File: config.mk
export PLATFORM = sky130hd
export DESIGN_NAME = smm_master
export DESIGN_NICKNAME = d
export VERILOG_FILES = /design/src/core/smm_pkg.sv /design/src/core/smm_sync.sv /design/src/core/smm_buf2.sv /design/src/core/smm_master.sv
export VERILOG_INCLUDE_DIRS = /design/src /design/src/core
export SDC_FILE = /design/constraint.sdc
export NUM_CORES = 1
export LEC_CHECK = 0
export BUFFER_PORTS_ARGS = -buffer_cell sky130_fd_sc_hd__buf_2
export CORE_MARGIN = 2
export CORE_UTILIZATION = 62
export DETAILED_ROUTE_END_ITERATION = 8
export GPL_TIMING_DRIVEN = 0
export PLACE_DENSITY = 0.84
export RECOVER_POWER = 50
export SLEW_MARGIN = 5
export SYNTH_ARGS = -nofsm -noshare
export SYNTH_HDL_FRONTEND = slang
export SYNTH_HIERARCHICAL = 1
export SYNTH_SLANG_ARGS = --single-unit
File: constraint.sdc
create_clock -name CLK -period 3.3 [get_ports CLK]
set_input_delay 0.33 -clock CLK [delete_from_list [all_inputs] [get_ports CLK]]
set_output_delay 0.33 -clock CLK [all_outputs]
set_load 0.1 [all_outputs]
File: src/core/smm_regs.svh
//==============================================================
// Behaviour
// - Unit is bus master while master enable and unit enable bits are both one.
// - Data write loads transmit buffer; empty shifter takes it and starts.
// - Byte shifts out on MOSI while master drives SCK.
// - Transfer end sets completion flag; interrupt request if enabled.
// - MISO enters MSB first; full byte copied to receive buffer.
// - Mode hi=0, lo=1 is default multi-master; select pin is input.
// - Multi-master low select clears both enables and sets mode fault.
// - Mode fault interrupts if enabled; unit stays off until re-enabled.
// - Both mode bits zero: 3-wire, select unused and not driven.
// - Mode hi one: 4-wire, select pin driven as output.
// - In 4-wire mode select output follows mode lo bit.
`ifndef SMM_REGS_SVH
`define SMM_REGS_SVH
`define SMM_CTRL_MODF 5
`define SMM_CTRL_MSTEN 6
`define SMM_CTRL_DONE 7
`define SMM_CTRL_MDHI 3
`define SMM_CTRL_MDLO 2
`define SMM_CTRL_EN 0
`define SMM_RST_MDHI 1'h0
`define SMM_RST_MDLO 1'h1
`define SMM_BITS 4'h8
`define SMM_DIV_W 8
`endif

File: src/core/smm_pkg.sv
//==============================================================
// Shared types
package smm_pkg;
    typedef enum logic [1:0] {SMM_IDLE, SMM_LEAD, SMM_TRAIL} smm_state_t;
    typedef enum logic [1:0] {SMM_MM, SMM_3W, SMM_4W} smm_sel_t;
endpackage : smm_pkg

File: src/core/smm_sync.sv
`timescale 1ns/10ps
//==============================================================
// Two-flop synchroniser
module smm_sync (
    input wire logic clk,
    input wire logic rst,
    input wire logic d,
    output logic q
);
    logic meta;
    // First stage only feeds second
    always_ff @(posedge clk or posedge rst) begin
        if (rst) begin
            meta <= 1'b1;
            q <= 1'b1;
        end else begin
            meta <= d;
            q <= meta;
        end
    end
endmodule : smm_sync

File: src/core/smm_buf2.sv
`timescale 1ns/10ps
//==============================================================
// Two-entry valid/ready buffer
module smm_buf2 (
    input wire logic clk,
    input wire logic rst,
    input wire logic [7:0] in_data,
    input wire logic in_valid,
    output logic in_ready,
    output logic [7:0] out_data,
    output logic out_valid,
    input wire logic out_ready
);
    logic [7:0] mem [0:1];
    logic wr_ptr;
    logic rd_ptr;
    logic [1:0] count;
    wire push = in_valid && in_ready;
    wire pop = out_valid && out_ready;
    assign in_ready = (count != 2'h2);
    assign out_valid = (count != 2'h0);
    assign out_data = mem[rd_ptr];
    // Pointers and fill count
    always_ff @(posedge clk or posedge rst) begin
        if (rst) begin
            wr_ptr <= 1'b0;
            rd_ptr <= 1'b0;
            count <= 2'h0;
        end else begin
            if (push) wr_ptr <= ~wr_ptr;
            if (pop) rd_ptr <= ~rd_ptr;
            count <= count + {1'b0, push} - {1'b0, pop};
        end
    end
    // Storage, no reset needed
    always_ff @(posedge clk) begin
        if (push) mem[wr_ptr] <= in_data;
    end
endmodule : smm_buf2

File: src/core/smm_master.sv
`timescale 1ns/10ps
`include "smm_regs.svh"
//==============================================================
// Serial master, master-mode control
module smm_master (
    // Clock and reset
    input wire logic CLK,
    input wire logic RST,
    // Control writes
    input wire logic CTRL_WR,
    input wire logic [7:0] CTRL_WDATA,
    input wire logic [7:0] CLK_DIV,
    input wire logic CLK_POL,
    input wire logic INT_EN,
    // Transmit stream
    input wire logic [7:0] TX_DATA,
    input wire logic TX_VALID,
    output logic TX_READY,
    // Receive stream
    output logic [7:0] RX_DATA,
    output logic RX_VALID,
    input wire logic RX_READY,
    // Status
    output logic [7:0] CTRL_STATUS,
    output logic IRQ,
    output logic BUSY,
    // Serial pins
    output logic SCK,
    output logic MOSI,
    input wire logic MISO,
    input wire logic SLAVE_SELECT_N_IN,
    output logic SLAVE_SELECT_N_OUT,
    output logic SLAVE_SELECT_N_OE_N
);
    //==========================================================
    // Control register
    logic master_enable_bit;
    logic unit_enable_bit;
    logic mode_fault_flag;
    logic transfer_done_flag;
    logic select_mode_hi;
    logic select_mode_lo;
    logic ss_sync;
    logic miso_sync;
    smm_pkg::smm_state_t state;
    logic [7:0] shifter;
    logic [3:0] bit_cnt;
    logic [`SMM_DIV_W-1:0] div_cnt;
    logic sck_int;
    logic [7:0] rx_byte;
    logic rx_push;
    logic tx_ready_int;
    logic [7:0] tx_out;
    logic tx_valid_out;
    logic rx_in_ready;
    logic rx_valid_int;
    logic [7:0] rx_data_int;
    logic sample_bit;

    // Mode decode
    wire smm_pkg::smm_sel_t sel_mode = select_mode_hi ? smm_pkg::SMM_4W :
        (select_mode_lo ? smm_pkg::SMM_MM : smm_pkg::SMM_3W);
    wire active = master_enable_bit && unit_enable_bit;
    wire fault = (sel_mode == smm_pkg::SMM_MM) && !ss_sync && active;
    wire div_hit = (div_cnt == CLK_DIV);
    wire start = active && (state == smm_pkg::SMM_IDLE) && tx_valid_out && rx_in_ready;
    wire last_bit = (bit_cnt == `SMM_BITS - 4'h1);
    wire byte_end = (state == smm_pkg::SMM_TRAIL) && div_hit && last_bit;
    // Fill level rebuilt from buffer flags; registered ready never offers a missing slot
    wire tx_push = TX_VALID && TX_READY;
    wire [1:0] tx_fill = !tx_valid_out ? 2'h0 : (tx_ready_int ? 2'h1 : 2'h2);
    wire [1:0] next_tx_fill = tx_fill + {1'b0, tx_push} - {1'b0, start};
    // Output stage reloads when empty or when the reader takes its word
    wire rx_pop = rx_valid_int && (!RX_VALID || RX_READY);

    // Pin synchronisers
    smm_sync u_ss (.clk(CLK), .rst(RST), .d(SLAVE_SELECT_N_IN), .q(ss_sync));
    smm_sync u_miso (.clk(CLK), .rst(RST), .d(MISO), .q(miso_sync));

    // Transmit holding buffer, stalls writer when full
    smm_buf2 u_txb (
        .clk(CLK), .rst(RST),
        .in_data(TX_DATA), .in_valid(tx_push), .in_ready(tx_ready_int),
        .out_data(tx_out), .out_valid(tx_valid_out), .out_ready(start)
    );
    // Receive buffer, a stalled reader holds the next start
    smm_buf2 u_rxb (
        .clk(CLK), .rst(RST),
        .in_data(rx_byte), .in_valid(rx_push), .in_ready(rx_in_ready),
        .out_data(rx_data_int), .out_valid(rx_valid_int), .out_ready(rx_pop)
    );

    //==========================================================
    // Control bits; fault clear beats software set in same cycle
    always_ff @(posedge CLK or posedge RST) begin
        if (RST) begin
            master_enable_bit <= 1'b0;
            unit_enable_bit <= 1'b0;
            mode_fault_flag <= 1'b0;
            transfer_done_flag <= 1'b0;
            select_mode_hi <= `SMM_RST_MDHI;
            select_mode_lo <= `SMM_RST_MDLO;
        end else begin
            if (CTRL_WR) begin
                master_enable_bit <= CTRL_WDATA[`SMM_CTRL_MSTEN];
                unit_enable_bit <= CTRL_WDATA[`SMM_CTRL_EN];
                select_mode_hi <= CTRL_WDATA[`SMM_CTRL_MDHI];
                select_mode_lo <= CTRL_WDATA[`SMM_CTRL_MDLO];
                mode_fault_flag <= mode_fault_flag & CTRL_WDATA[`SMM_CTRL_MODF];
                transfer_done_flag <= transfer_done_flag & CTRL_WDATA[`SMM_CTRL_DONE];
            end
            if (fault) begin
                master_enable_bit <= 1'b0;
                unit_enable_bit <= 1'b0;
                mode_fault_flag <= 1'b1;
            end
            if (byte_end) transfer_done_flag <= 1'b1;
        end
    end

    //==========================================================
    // Shift engine: each bit has a lead and trail half of SCK
    always_ff @(posedge CLK or posedge RST) begin
        if (RST) begin
            state <= smm_pkg::SMM_IDLE;
            shifter <= 8'h00;
            bit_cnt <= 4'h0;
            div_cnt <= '0;
            sck_int <= 1'b0;
            rx_byte <= 8'h00;
            sample_bit <= 1'b0;
            rx_push <= 1'b0;
        end else begin
            rx_push <= 1'b0;
            div_cnt <= (div_hit || state == smm_pkg::SMM_IDLE) ? '0 : div_cnt + 1'b1;
            unique case (state)
                smm_pkg::SMM_IDLE: begin
                    sck_int <= 1'b0;
                    bit_cnt <= 4'h0;
                    if (start) begin
                        shifter <= tx_out;
                        state <= smm_pkg::SMM_LEAD;
                    end
                end
                smm_pkg::SMM_LEAD: begin
                    if (!active) begin
                        state <= smm_pkg::SMM_IDLE;
                    end else if (div_hit) begin
                        sck_int <= 1'b1;
                        // Sample only; MOSI must hold still across the leading edge
                        sample_bit <= miso_sync;
                        state <= smm_pkg::SMM_TRAIL;
                    end
                end
                smm_pkg::SMM_TRAIL: begin
                    if (!active) begin
                        state <= smm_pkg::SMM_IDLE;
                    end else if (div_hit) begin
                        sck_int <= 1'b0;
                        shifter <= {shifter[6:0], sample_bit};
                        if (last_bit) begin
                            rx_byte <= {shifter[6:0], sample_bit};
                            rx_push <= 1'b1;
                            state <= smm_pkg::SMM_IDLE;
                        end else begin
                            bit_cnt <= bit_cnt + 4'h1;
                            state <= smm_pkg::SMM_LEAD;
                        end
                    end
                end
            endcase
        end
    end

    //==========================================================
    // Registered outputs
    always_ff @(posedge CLK or posedge RST) begin
        if (RST) begin
            SCK <= 1'b0;
            MOSI <= 1'b0;
            SLAVE_SELECT_N_OUT <= 1'b1;
            SLAVE_SELECT_N_OE_N <= 1'b1;
            CTRL_STATUS <= 8'h00;
            IRQ <= 1'b0;
            BUSY <= 1'b0;
            TX_READY <= 1'b0;
            RX_DATA <= 8'h00;
            RX_VALID <= 1'b0;
        end else begin
            SCK <= sck_int ^ CLK_POL;
            MOSI <= shifter[7];
            SLAVE_SELECT_N_OUT <= select_mode_lo;
            SLAVE_SELECT_N_OE_N <= !(sel_mode == smm_pkg::SMM_4W);
            CTRL_STATUS <= {transfer_done_flag, master_enable_bit, mode_fault_flag, 1'b0,
                            select_mode_hi, select_mode_lo, BUSY, unit_enable_bit};
            IRQ <= INT_EN && (transfer_done_flag || mode_fault_flag);
            BUSY <= (state != smm_pkg::SMM_IDLE);
            TX_READY <= (next_tx_fill != 2'h2);
            if (!RX_VALID || RX_READY) begin
                RX_DATA <= rx_data_int;
                RX_VALID <= rx_valid_int;
            end
        end
    end
endmodule : smm_master

==> metrics.csv, run 1 <==
metric,value,unit
overflow,0,
remaining_drc_errors,0,
nFillCells,497,
internal_power,0.00240,W
p_seq_share,45.3,%
syn-instance-count,354,
max_slew_margin,30.5,%
synthSimpleGateAreaFrac,12.9,%
yosys.area.top_type,dfrtp_1,
num_antenna_cells,0,
synth_ff_type,dfrtp_1,
die_h,90.6,um
grt_pass1_vias,3022,
ys_ff_latch,106,
powerDensity,717,mW/mm^2
num_vias,2892,
grt_use_total,21.4,%
fin_crit_sh,80.5,%
antenna_found_initial,0,
finClkSkew,10.1,ps
fmax,376,MHz
start_kind,register,
setup_viol,0,
rsz0062_at_grt,false,
drv_slew,0,
synth_top_cell_area_share,36.0,%
critPathCaptureType,register,
drt-initial-drc-count,112,
fp-row-count,31,
cts.sinks,106,
post-route-min-period,2660,ps
port_buffers,52,
async_flop_share,69.8,%
drive_gt1_share,22.6,%
p_switching,0.00137,W
worstPathArrival,2950,ps
p_comb_share,32.1,%
hold_slack,53.7,ps
synth_mux_area_share,11.5,%
cts_max_path_buffers,2,
start_util,64.2,%
cts-htree-levels,3,
crit_required,3590,ps
cts-resized-gates,0,
place_congestion,0.842,
critPathKind,reg -> reg,
synth_area_leaders,"dfrtp_1, edfxtp_1, dfstp_2",
insertion_delay,370,ps
synthAdderAreaFrac,2.96,%
hold_path.class,in -> reg,
cts_setup_buffers,0,
cap_violations,0,
cts_made_buffers,9,
vias_per_cell,5.53,
worst_path_largest_cell_delay,420,ps
tightest_slew,1040,ps
p_sw_share,36.4,%
run_status,"finished, final reports clean",
grt_pass1_wl,14000,um
ant_nets,0,
synth_top_family_by_area,simple AND/OR/NAND/NOR gates,
wire_per_inst,15.7,um
irDropWorstVdd,0.765,mV
hold_viol,0,
synth_edf_count,32,
synth_compound_area_share,4.17,%
synth.distinct_cells,46,
area_growth,13.2,%
synth-xor-area-share,4.71,%
hpwlAfterDp,6010,um
synth_area,0.00465,sq mm
crit_path_max_fanout,10,
first_pass_iters,6,
cp_slowest_cell,dfrtp_1,
root_buffer,clkbuf_8,
die_w,90.6,um
path_clk_slew,90,ps
wl,8220,um
final_util,72.6,%
die-area,0.00821,sq mm
synth_warnings,6,
path_cells,"inv_1, ha_1, clkbuf_1, clkbuf_1, inv_1, nor2_1, and2_4, ha_1, inv_1, ha_1, xnor2_1, xnor2_1",
nets,463,
cts.hold.buffers_added,1,
grt_max_degree,44,
cts_tree,yes,
seq_area_frac_synth,60.6,%
avgSynthCellArea,13.1,sq um
io_pins,57,
clock_power_share,22.6,%
core_area,0.00725,sq mm
tns,0,ps
leakage,2.47,nW
synth_nets,398,
metrics by stage:
stage	power (W)	setup WS (ps)	cells	instance area [sq um]
6_report	0.00378	642	523	5270
5_1_grt	0.00397	452	523	5270
4_1_cts	0.00381	643	523	5290
3_5_place_dp	0.00295	659	506	5060
3_3_place_gp	0.00289	639	505	5040
2_1_floorplan	0.00268	822	354	4650
worst paths after layout:
path | from | endpoint | slack [ps] | cells past startpoint
setup / recovery | state[0]$_DFFE_PP0P_ | u_txb/count[1]$_DFF_PP0_ | 640 | 12
hold / removal | MISO | u_miso/meta$_DFF_PP1_ | 50 | 1
setup reg to reg | state[0]$_DFFE_PP0P_ | u_txb/count[1]$_DFF_PP0_ | 640 | 12
hold reg to reg | u_ss/meta$_DFF_PP1_ | u_ss/q$_DFF_PP1_ | 360 | 0
max in group asynchronous | RST | div_cnt[7]$_DFF_PP0_ | 1000 | 4
min in group asynchronous | RST | u_rxb/count[1]$_DFF_PP0_ | 540 | 3
logic make-up after synthesis:
logic type,count (synthesis)
xor+xnor,25
compound gates,24
simple gates,107
buf+inv,34
mux,46
fa+ha+maj,11
other cells,1
flops,106
cell usage in the layout, fill, tap and decap left out, types with 8 or more instances in the layout:
cell type,Yosys,routed
edfxtp_1,32,32
o311ai_0,9,9
nor2_1,10,10
inv_1,16,16
and3_1,14,14
nand3_1,15,15
mux2_4,8,8
nand4_1,12,12
buf_2,3,50
clkbuf_8,0,9
clkbuf_1,12,18
xnor2_1,19,19
dfrtp_1,67,67
nand2_1,12,12
mux2_2,10,10
nor3_1,8,8
and2_1,12,12
ha_1,11,11
mux2i_1,12,12
mux2_1,16,16
power groups by stage:
stage / sequential [W] / combinational [W] / clock (W)
final: 0.00171 / 0.00121 / 0.000852
after detailed placement: 0.00173 / 0.00121 / 0
after global routing: 0.00174 / 0.00132 / 0.000921
after CTS: 0.00171 / 0.00122 / 0.000876
after floorplan: 0.00198 / 0.000698 / 0
after global placement: 0.00173 / 0.00117 / 0
routing by layer:
layer / GRT usage [%] / up-vias / share of wire, %
li1: - / 1394 / -
met1: 27.3 / 1437 / 43
met2: 36.6 / 52 / 53
met3: 4.67 / 9 / 2.7
met4: 7.18 / 0 / 0.96
met5: 0 / - / 0
state kept, by name (all words and copies together) (netlist names), 2 cells and up:
signal / flops
CTRL_STATUS: 7
shifter: 8
u_txb/count: 2
bit_cnt: 4
state: 2
div_cnt: 8
u_rxb/mem: 16
RX_DATA: 8
u_txb/mem: 16
rx_byte: 8
u_rxb/count: 2
Yosys cell counts, types with 2 or more instances:
master / count
nand4_1: 12
and3_1: 14
dfrtp_1: 67
or2_1: 2
xnor2_1: 19
o2111ai_1: 2
and2_4: 2
xor2_1: 6
edfxtp_1: 32
nor2b_1: 6
nand3_1: 15
o311ai_0: 9
and4_1: 2
and2_1: 12
o21ai_0: 3
o211ai_1: 2
nand2b_1: 6
o31ai_1: 2
nor2_1: 10
nor3_1: 8
clkbuf_1: 12
nand2_1: 12
inv_1: 16
buf_2: 3
ha_1: 11
dfstp_2: 7
mux2i_1: 12
mux2_1: 16
mux2_4: 8
mux2_2: 10
worst max-delay path: cells and delay by family, from the launching register on:
kind / cells / cell delay, ps
simple gates: 2 / 360
fa+ha+maj: 3 / 540
xor+xnor: 2 / 280
flops: 1 / 420
buf+inv: 5 / 980
layout make-up:
cell class	instances	area (sq um)	share of cell area (%)
buffer	18	82.6	1.57
clock buffer	11	153	2.90
clock inverter	5	68.8	1.31
inverter	16	60.1	1.14
multi-input combinational	214	1690	32.1
sequential	106	2820	53.6
tap	99	124	2.35
timing repair buffer	54	269	5.11
Note: power is estimated with default switching activity, not from simulation.
==> run 2: changes to the inputs <==
Settings changed: CORE_UTILIZATION 62 to 58, PLACE_DENSITY 0.84 to 0.8.
Clock period 3.3 ns to 2.5 ns, I/O delays scaled along.
==> run 2 against run 1 <==
Against the previous run:
- global-route usage down 0.93 points
- sequential share of layout area up 0.051 points
- clock skew up 3.2 ps
- sequential cell count unchanged
- fmax up 17%
- die area up 6.6%
- core utilization down 4.9 points
- sequential power up 32%
- largest cell class unchanged
==> metrics.csv, run 2 (same netlist as run 1, synthesis figures left out) <==
metric,value,unit
first_pass_iters,4,
grt_use_total,20.5,%
antenna_found_initial,0,
final_cell_mix,"dfrtp_1, buf_2, edfxtp_1, xnor2_1",
wire_per_inst,15.7,um
io_pins,57,
rsz0062_at_grt,false,
setup_viol,0,
hold_end,SCK$_DFF_PP0_,
drt-initial-drc-count,191,
nets,464,
area_growth,13.1,%
cts.sinks,106,
grt_pass1_wl,13900,um
die_w,93.6,um
layout_commonest_cell,dfrtp_1,
place_congestion,0.864,
cts_tree,yes,
post-place-cells,509,
drv_slew,0,
power,0.00486,W
port_buffers,52,
final_util,67.8,%
run_status,"finished, final reports clean",
seqCellArea,0.00282,sq mm
drive_gt1_share,23.8,%
holdCritStartpoint,CLK_POL,
num_antenna_cells,0,
powerDensity,923,mW/mm^2
insertion_delay,370,ps
tightest_slew,930,ps
root_buffer,clkbuf_8,
max_slew_margin,37.9,%
num_vias,2956,
worstPathArrival,2570,ps
cap_violations,0,
hpwlAfterDp,6060,um
grt_max_degree,40,
reg2reg_setup_slack,230,ps
hold_path.class,in -> reg,
dp_slack,-230,ps
hold_viol,0,
vias_per_cell,5.61,
grt_pass1_vias,2929,
rr_worst_depth,11,
cts_max_path_buffers,2,
leakage,2.25,nW
nFillCells,587,
wl,8280,um
worst_slack,229,ps
fp-row-count,32,
crit_path_max_fanout,11,
finClkSkew,13.3,ps
multi_input_area,0.00169,sq mm
fin_cells,527,
cts-htree-levels,3,
r2r-end,u_txb/count[1]$_DFF_PP0_,
critPathCaptureType,register,
cts_made_buffers,9,
remaining_drc_errors,0,
irDropWorstVdd,0.542,mV
r2r_start,state[0]$_DFFE_PP0P_,
die-area,0.00876,sq mm
largestRegisters,"u_rxb/mem x16, u_txb/mem x16",
die_h,93.6,um
critPathKind,reg -> reg,
start_kind,register,
start_util,59.9,%
fin_crit_sh,90.8,%
overflow,0,
post-route-min-period,2270,ps
path_clk_slew,110,ps
fmax,440,MHz
min_path_cells,2,
ant_nets,0,
crit_required,2790,ps
core_area,0.00777,sq mm
## run 2: cell type report
cell class	count	area share, %
Multi-Input combinational cell	214	32.2
Sequential cell	106	53.6
Buffer	17	1.57
Tap cell	102	2.43
Clock inverter	7	1.14
Timing Repair Buffer	56	5.56
Clock buffer	9	2.35
Inverter	16	1.14
## run 2: per-stage QoR
stage                     TNS [ps]  hold slack, ps  area, sq um
after floorplan                  0            16.1         4650
after global placement       -7000             205         5040
after detailed placement      -524             209         5060
after CTS                        0            40.0         5270
after global routing             0            58.2         5260
final                            0            52.8         5260
## run 2: what timing repair did
action / 4_1_cts / 5_1_grt
setup endpoints to repair: 3 / 2
hold buffers: 3 / 0
setup buffers: 0 / 0
gates resized for setup: 1 / 4
hold endpoints to repair: 28 / 0
## run 2: how the worst max path moves through the flow
stage | to | cells after the start | start
floorplan | u_rxb/count[1]$_DFF_PP0_ | 9 | RX_VALID$_DFFE_PP0N_
global placement | u_txb/count[1]$_DFF_PP0_ | 12 | state[0]$_DFFE_PP0P_
finish | u_txb/count[1]$_DFF_PP0_ | 11 | state[0]$_DFFE_PP0P_
detailed placement | u_txb/count[1]$_DFF_PP0_ | 12 | state[0]$_DFFE_PP0P_
CTS | u_txb/count[1]$_DFF_PP0_ | 11 | state[0]$_DFFE_PP0P_
global route | u_txb/count[1]$_DFF_PP0_ | 11 | state[0]$_DFFE_PP0P_
## run 2: critical path: stages, from the launching register on
cell and delay [ps]:
dfrtp_1 440, inv_1 100, ha_2 290, clkbuf_4 250
inv_1 90, nor2_2 170, and2_4 180, ha_1 220
inv_1 50, ha_1 140, xnor2_1 130, xnor2_1 130
## run 2: routing by layer
layer / vias up / part of all wire [%] / track usage [%]
li1: 1405 / - / -
met1: 1460 / 44 / 27.6
met2: 76 / 50 / 33.4
met3: 15 / 4.2 / 4.43
met4: 0 / 1.6 / 6.88
met5: - / 0 / 0
## run 2: power breakdown
part           switching [W]  leakage, nW  internal, W
combinational        0.00105         1.00     0.000565
sequential          0.000183         1.15      0.00208
clock               0.000603       0.0961     0.000380
total                0.00183         2.25      0.00303
